### config.mk
export PLATFORM = sky130hd
export DESIGN_NAME = ssu_two_wire
export DESIGN_NICKNAME = d
export VERILOG_FILES = /design/src/ssu_pkg.sv /design/src/ssu_two_wire.sv
export VERILOG_INCLUDE_DIRS = /design/src
export SDC_FILE = /design/constraint.sdc
export NUM_CORES = 1
export LEC_CHECK = 0
export ABC_CLOCK_PERIOD_IN_PS = 2250
export BUFFER_PORTS_ARGS = -buffer_cell sky130_fd_sc_hd__buf_2
export CAP_MARGIN = 20
export CORE_MARGIN = 2
export CORE_UTILIZATION = 43
export DETAILED_ROUTE_END_ITERATION = 10
export GPL_TIMING_DRIVEN = 0
export PLACE_DENSITY = 0.77
export SYNTH_ARGS = -nofsm -noshare
export SYNTH_HDL_FRONTEND = slang
export SYNTH_SLANG_ARGS = --single-unit
### constraint.sdc
create_clock -name clk -period 2.25 [get_ports clk]
set_input_delay 0.225 -clock clk [delete_from_list [all_inputs] [get_ports clk]]
set_output_delay 0.225 -clock clk [all_outputs]
set_load 0.01 [all_outputs]
### src/ssu_defs.svh
`ifndef SSU_DEFS_SVH
`define SSU_DEFS_SVH

// widths
`define SSU_DATA_W 8
`define SSU_CNT_W 4

// reset values and counter constants
`define SSU_SHIFT_RST 8'h00
`define SSU_CNT_RST 4'h0
`define SSU_CNT_MAX 4'hf
`define SSU_CNT_ACK 4'he

// wire mode codes
`define SSU_WM_OFF 2'h0
`define SSU_WM_THREE 2'h1
`define SSU_WM_TWO 2'h2
`define SSU_WM_TWO_HOLD 2'h3

// clock source codes
`define SSU_CS_SOFT 2'h0
`define SSU_CS_EXT_POS 2'h2
`define SSU_CS_EXT_NEG 2'h3

`endif

### src/ssu_pkg.sv
`include "ssu_defs.svh"

package ssu_pkg;

  typedef enum logic [1:0] {
    WIRE_OFF,
    WIRE_THREE,
    WIRE_TWO,
    WIRE_TWO_HOLD
  } ssu_wire_type;

  typedef enum logic [1:0] {
    CLK_SOFT,
    CLK_EXT_POS,
    CLK_EXT_NEG
  } ssu_clk_type;

  typedef struct packed {
    logic [1:0] wireMode;
    logic [1:0] clockSource;
    logic countByToggle;
  } ssu_ctrl_type;

  typedef struct packed {
    logic startFlag;
    logic overflowFlag;
    logic [`SSU_CNT_W-1:0] counter;
  } ssu_status_type;

endpackage

### src/ssu_two_wire.sv
`timescale 1ns/1ps
`include "ssu_defs.svh"

// Operation
// - software strobe shifts up to one bit per clock
// - two-wire protocol, no slew or filtering
// - master clocks; only slave holds clock
// - slave stretches clock by holding scl low
// - each serial clock edge increments counter with an external clock source and countByToggle clear
// - start detector sets start condition flag
// - hold scl low after start falling edge
// - shift sda in on the scl edge set by clock source
// - overflow after eight bits forces scl low in WIRE_TWO_HOLD mode only
// - direction bit decides who drives sda
// - bytes repeat until stop or repeated start
// - start detector active in two-wire mode only
module ssu_two_wire (
  // clock and reset
  input wire logic clk,
  input wire logic rst,
  // configuration
  input wire ssu_pkg::ssu_ctrl_type ctrl,
  // software strobes
  input wire logic shiftStrobe,
  input wire logic toggleStrobe,
  // register writes
  input wire logic dataLoad,
  input wire logic [`SSU_DATA_W-1:0] dataValue,
  input wire logic counterLoad,
  input wire logic [`SSU_CNT_W-1:0] counterValue,
  input wire logic startFlagClear,
  input wire logic overflowFlagClear,
  // port register bits
  input wire logic sdaPortBit,
  input wire logic sdaDirBit,
  input wire logic sclDirBit,
  // status
  output ssu_pkg::ssu_status_type status,
  output logic [`SSU_DATA_W-1:0] shiftData,
  // pins
  input wire logic sdaIn,
  output logic sdaOut,
  output logic sdaOe_n,
  input wire logic sclIn,
  output logic sclOut,
  output logic sclOe_n,
  output logic dataOut
);

  // ----------------------------------------
  // decode
  // ----------------------------------------
  function automatic ssu_pkg::ssu_wire_type wireDecode(input logic [1:0] code);
    case (code)
      `SSU_WM_THREE: wireDecode = ssu_pkg::WIRE_THREE;
      `SSU_WM_TWO: wireDecode = ssu_pkg::WIRE_TWO;
      `SSU_WM_TWO_HOLD: wireDecode = ssu_pkg::WIRE_TWO_HOLD;
      default: wireDecode = ssu_pkg::WIRE_OFF;
    endcase
  endfunction

  function automatic ssu_pkg::ssu_clk_type clkDecode(input logic [1:0] code);
    case (code)
      `SSU_CS_EXT_POS: clkDecode = ssu_pkg::CLK_EXT_POS;
      `SSU_CS_EXT_NEG: clkDecode = ssu_pkg::CLK_EXT_NEG;
      default: clkDecode = ssu_pkg::CLK_SOFT;
    endcase
  endfunction

  ssu_pkg::ssu_wire_type wireMode;
  ssu_pkg::ssu_clk_type clkSrc;
  logic twoWire;
  logic holdMode;

  assign wireMode = wireDecode(ctrl.wireMode);
  assign clkSrc = clkDecode(ctrl.clockSource);
  assign twoWire = (wireMode == ssu_pkg::WIRE_TWO) || (wireMode == ssu_pkg::WIRE_TWO_HOLD);
  assign holdMode = (wireMode == ssu_pkg::WIRE_TWO_HOLD);

  // ----------------------------------------
  // pin synchronisers and edges
  // ----------------------------------------
  logic sdaMeta_reg;
  logic sdaSync_reg;
  logic sdaDly_reg;
  logic sclMeta_reg;
  logic sclSync_reg;
  logic sclDly_reg;

  always_ff @(posedge clk or posedge rst) begin
    if (rst) begin
      sdaMeta_reg <= 1'b1;
      sdaSync_reg <= 1'b1;
      sdaDly_reg <= 1'b1;
      sclMeta_reg <= 1'b1;
      sclSync_reg <= 1'b1;
      sclDly_reg <= 1'b1;
    end else begin
      sdaMeta_reg <= sdaIn;
      sdaSync_reg <= sdaMeta_reg;
      sdaDly_reg <= sdaSync_reg;
      sclMeta_reg <= sclIn;
      sclSync_reg <= sclMeta_reg;
      sclDly_reg <= sclSync_reg;
    end
  end

  logic sclRise;
  logic sclFall;
  logic startSeen;

  assign sclRise = sclSync_reg && !sclDly_reg;
  assign sclFall = !sclSync_reg && sclDly_reg;
  // sda falling with scl high on both samples, so a data change
  // right after a clock fall is not mistaken for a start
  assign startSeen = twoWire && !sdaSync_reg && sdaDly_reg && sclSync_reg && sclDly_reg;

  // ----------------------------------------
  // shift and count enables
  // ----------------------------------------
  logic shiftEn;
  logic countEn;

  always_comb begin
    case (clkSrc)
      ssu_pkg::CLK_EXT_POS: shiftEn = sclRise;
      ssu_pkg::CLK_EXT_NEG: shiftEn = sclFall;
      default: shiftEn = shiftStrobe;
    endcase
  end

  always_comb begin
    if (clkSrc == ssu_pkg::CLK_SOFT) begin
      countEn = shiftStrobe;
    end else if (ctrl.countByToggle) begin
      countEn = toggleStrobe;
    end else begin
      countEn = sclRise || sclFall;
    end
  end

  // ----------------------------------------
  // shift register
  // ----------------------------------------
  logic [`SSU_DATA_W-1:0] shift_reg;

  always_ff @(posedge clk or posedge rst) begin
    if (rst) begin
      shift_reg <= `SSU_SHIFT_RST;
    end else if (dataLoad) begin
      shift_reg <= dataValue;
    end else if (shiftEn) begin
      shift_reg <= {shift_reg[`SSU_DATA_W-2:0], sdaSync_reg};
    end
  end

  // ----------------------------------------
  // counter and flags
  // ----------------------------------------
  logic [`SSU_CNT_W-1:0] counter_reg;
  logic overflowNow;
  logic overflowFlag_reg;
  logic startFlag_reg;

  assign overflowNow = countEn && !counterLoad && (counter_reg == `SSU_CNT_MAX);

  always_ff @(posedge clk or posedge rst) begin
    if (rst) begin
      counter_reg <= `SSU_CNT_RST;
    end else if (counterLoad) begin
      counter_reg <= counterValue;
    end else if (countEn) begin
      counter_reg <= counter_reg + 4'h1;
    end
  end

  // set wins over a clear in the same cycle
  always_ff @(posedge clk or posedge rst) begin
    if (rst) begin
      overflowFlag_reg <= 1'b0;
    end else if (overflowNow) begin
      overflowFlag_reg <= 1'b1;
    end else if (overflowFlagClear) begin
      overflowFlag_reg <= 1'b0;
    end
  end

  always_ff @(posedge clk or posedge rst) begin
    if (rst) begin
      startFlag_reg <= 1'b0;
    end else if (startSeen) begin
      startFlag_reg <= 1'b1;
    end else if (startFlagClear) begin
      startFlag_reg <= 1'b0;
    end
  end

  // ----------------------------------------
  // scl hold
  // ----------------------------------------
  // hold only engages on an scl fall, never yanks a high clock low
  logic holdWanted;
  logic hold_reg;

  assign holdWanted = twoWire && (startFlag_reg || (holdMode && (overflowFlag_reg || overflowNow)));

  always_ff @(posedge clk or posedge rst) begin
    if (rst) begin
      hold_reg <= 1'b0;
    end else if (!holdWanted) begin
      hold_reg <= 1'b0;
    end else if (sclFall) begin
      hold_reg <= 1'b1;
    end
  end

  // ----------------------------------------
  // clock port bit
  // ----------------------------------------
  logic sclPort_reg;

  always_ff @(posedge clk or posedge rst) begin
    if (rst) begin
      sclPort_reg <= 1'b1;
    end else if (toggleStrobe) begin
      sclPort_reg <= !sclPort_reg;
    end
  end

  // ----------------------------------------
  // pin drivers
  // ----------------------------------------
  logic sdaOut_next;
  logic sdaOe_n_next;
  logic sclOut_next;
  logic sclOe_n_next;

  always_comb begin
    if (twoWire) begin
      // open drain: released line floats high on the pull-up
      sdaOut_next = 1'b0;
      sdaOe_n_next = !(sdaDirBit && (!sdaPortBit || !shift_reg[`SSU_DATA_W-1]));
      sclOut_next = 1'b0;
      sclOe_n_next = !(sclDirBit && (!sclPort_reg || hold_reg));
    end else if (wireMode == ssu_pkg::WIRE_THREE) begin
      sdaOut_next = 1'b0;
      sdaOe_n_next = 1'b1;
      sclOut_next = sclPort_reg;
      sclOe_n_next = !sclDirBit;
    end else begin
      sdaOut_next = sdaPortBit;
      sdaOe_n_next = !sdaDirBit;
      sclOut_next = sclPort_reg;
      sclOe_n_next = !sclDirBit;
    end
  end

  always_ff @(posedge clk or posedge rst) begin
    if (rst) begin
      sdaOut <= 1'b0;
      sdaOe_n <= 1'b1;
      sclOut <= 1'b0;
      sclOe_n <= 1'b1;
    end else begin
      sdaOut <= sdaOut_next;
      sdaOe_n <= sdaOe_n_next;
      sclOut <= sclOut_next;
      sclOe_n <= sclOe_n_next;
    end
  end

  // ----------------------------------------
  // outputs
  // ----------------------------------------
  assign dataOut = shift_reg[`SSU_DATA_W-1];
  assign shiftData = shift_reg;
  assign status = {startFlag_reg, overflowFlag_reg, counter_reg};
endmodule

==> impl_metrics.yaml <==
sta:
  relSlewSlack_pct: 37.78
  timing_hold_violations_final: 0
  fin_crit_sh_pct: 84.65
  finalCriticalPeriod_ns: 1.905
  tns_ns: 0
  finalSetupViolations: 0
  skew_ns: 0.002836
  maxSlewViolCount: 0
  clock.fmax_ghz: 0.5250
  rsz0062_at_grt: "false"
  worstMarginPinSlew_ns: 0.9322
  whs_ns: 0.01907
logic_synthesis:
  postSynth.asyncResetShare_pct: 100.0
  yosys-top-cells-area: "dfrtp_1 (36%), dfstp_2 (20%), mux2i_1 (7.6%), o21ai_0 (5.1%), nand2_1 (3.8%)"
  netlist-cell-type-count: 28
  ys_seq_area_share_pct: 56.04
  synth-main-ff-cell: "dfrtp_1"
  synth_top_area_share_pct: 36.02
  synth_commonest_cells: "dfrtp_1 (17), nand2_1 (12), o21ai_0 (12)"
  synth_edf_count: 0
  syn_inst: 101
  synth_most_common_cell: "dfrtp_1"
  syn_nets: 134
  synth.avg_cell_area_um2: 11.69
  synth_area_leader_cell: "dfrtp_1"
  ys_seq_elements: 26
  synth_area_um2: 1181
  yosys_warnings: 0
clocking:
  cts_made_buffers: 3
  cts_max_path_buffers: 2
  post_cts_buffers: 0
  insertion_delay_ns: 0.31
  cts_root_buf: "clkbuf_4"
  cts_resized: 0
  cts_tree: "built"
  cts_hold_buf: 2
  clk_pin_slew_ns: 0.13
  htreeDepth: 1
  clock-sinks: 26
grt:
  gr-usage-all-layers_pct: 15.40
  grt_pass1_wl_um: 3808
  gr-total-overflow: 0
  antenna_found_initial: 0
  grt_pass1_vias: 884
  grt_max_degree: 27
floorplanning:
  ios: 49
  die_w_um: 56.41
  rows: 19
  fp.dieH_um: 56.41
  start_util_pct: 43.97
  die_area_um2: 3182
  core-area_um2: 2686
final_layout:
  fin_area_um2: 1501
  largest_reg_flops: 8
  drive_gt1_share_pct: 44.16
  fillers: 237
  finalNetCount: 188
  diodes: 0
  fin_cells: 185
  layout-area-overhead-vs-synth_pct: 27.12
setup_path:
  crit_arrival_ns: 2.14
  endpoint_kind: "flip-flop"
  required_ns: 2.48
  crit_type: "reg -> reg"
  r2r_cells: 7
  critPathLaunchType: "flip-flop"
  cp_max_fo: 10
power:
  peakVddDrop_uv: 438.3
  power_leakage_uw: 0.0007514
  p_total_uw: 998.2
  p_per_area_nw_per_um2: 664.8
placement:
  dpl.cell_count: 179
  place.gp.congestion: 0.7265
  place_area_um2: 1455
  dp_hpwl_um: 1748
  port_buffers: 47
drt:
  postRouteAntennaNets: 0
  routed_via_density: 4.881
  drc_errors: 0
  drt_iter0_drc: 2
  dr.pass1.iters: 4
  vias: 903
  drt-total-wl_um: 2204
  wl_per_cell_um: 11.91
job:
  cap_violations: 0
outcome:
  outcome: "finished clean"
min_path:
  hold_depth: 2
  hold_class: "in -> reg"
## power breakdown
group	leakage (uW)	switching, uW	internal, uW
logic	0.000429	113	110
registers	0.000308	42.8	540
clock network	0.0000150	124	69.2
## cell usage in the layout, fill, tap and decap left out, drive strengths merged, types with 2 or more instances in the layout
cell type	instances
inv	7
nand2b	3
ha	3
dlygate4sd3	2
o21ai	13
nand3	4
xor2	2
mux2i	9
nand4b	2
dfstp	9
clkbuf	5
nand2	12
a31oi	3
nor2b	3
dfrtp	17
buf	51
## final timing paths
| check | start | endpoint | slack, ns |
|---|---|---|---|
| max | sclSync_reg | shiftData[2] | 0.35 |
| min | sclDirBit | sclOe_n | 0.02 |
| max reg2reg | sclSync_reg | shiftData[2] | 0.35 |
| min reg2reg | sclMeta_reg | sclSync_reg | 0.36 |
| max in group asynchronous | rst | counter_reg[2] | 1.59 |
| min in group asynchronous | rst | shiftData[2] | 0.10 |
## kinds of logic after synthesis
| group | share of synthesized area [%] |
|---|---|
| multiplexers | 8.898 |
| adder cells (fa/ha/maj) | 3.178 |
| buffers and inverters | 5.508 |
| XOR/XNOR | 1.483 |
| flip-flops | 56.04 |
| AO/OA/AOI/OAI | 11.33 |
| AND/OR/NAND/NOR | 13.56 |
## worst max-delay path: stages, from the launching register on
cell and delay [ns]:
dfstp_2 0.57, inv_1 0.06, ha_1 0.22, mux2_4 0.28, a211oi_4 0.38, buf_6 0.19, nand2_1 0.06, o21ai_0 0.08
## routing by layer
layer | track usage [%] | vias up | part of all wire (%)
met5 | 0 | - | 0
met4 | 7.143 | 0 | 2.0
met3 | 2.995 | 4 | 6.1
met2 | 25.71 | 30 | 50
met1 | 19.19 | 419 | 42
li1 | - | 450 | -
## through the flow
| stage | util [%] | setup slack (ns) |
|---|---|---|
| final | 55.89 | 0.3453 |
| after CTS | 55.89 | 0.3389 |
| after floorplan | - | 0.5483 |
| after global routing | 55.89 | 0.2394 |
| after detailed placement | 54.17 | 0.3649 |
| after global placement | 54.17 | 0.4148 |
## area by class of cell
type / instances / area [um2] / area share (%)
Buffer: 5 / 38.79 / 2.583
Clock buffer: 4 / 26.28 / 1.750
Inverter: 7 / 26.28 / 1.750
Multi-Input combinational cell: 63 / 454.2 / 30.25
Sequential cell: 26 / 661.9 / 44.08
Tap cell: 31 / 38.79 / 2.583
Timing Repair Buffer: 49 / 255.2 / 17.00
Power figures use the tool's default switching activity.
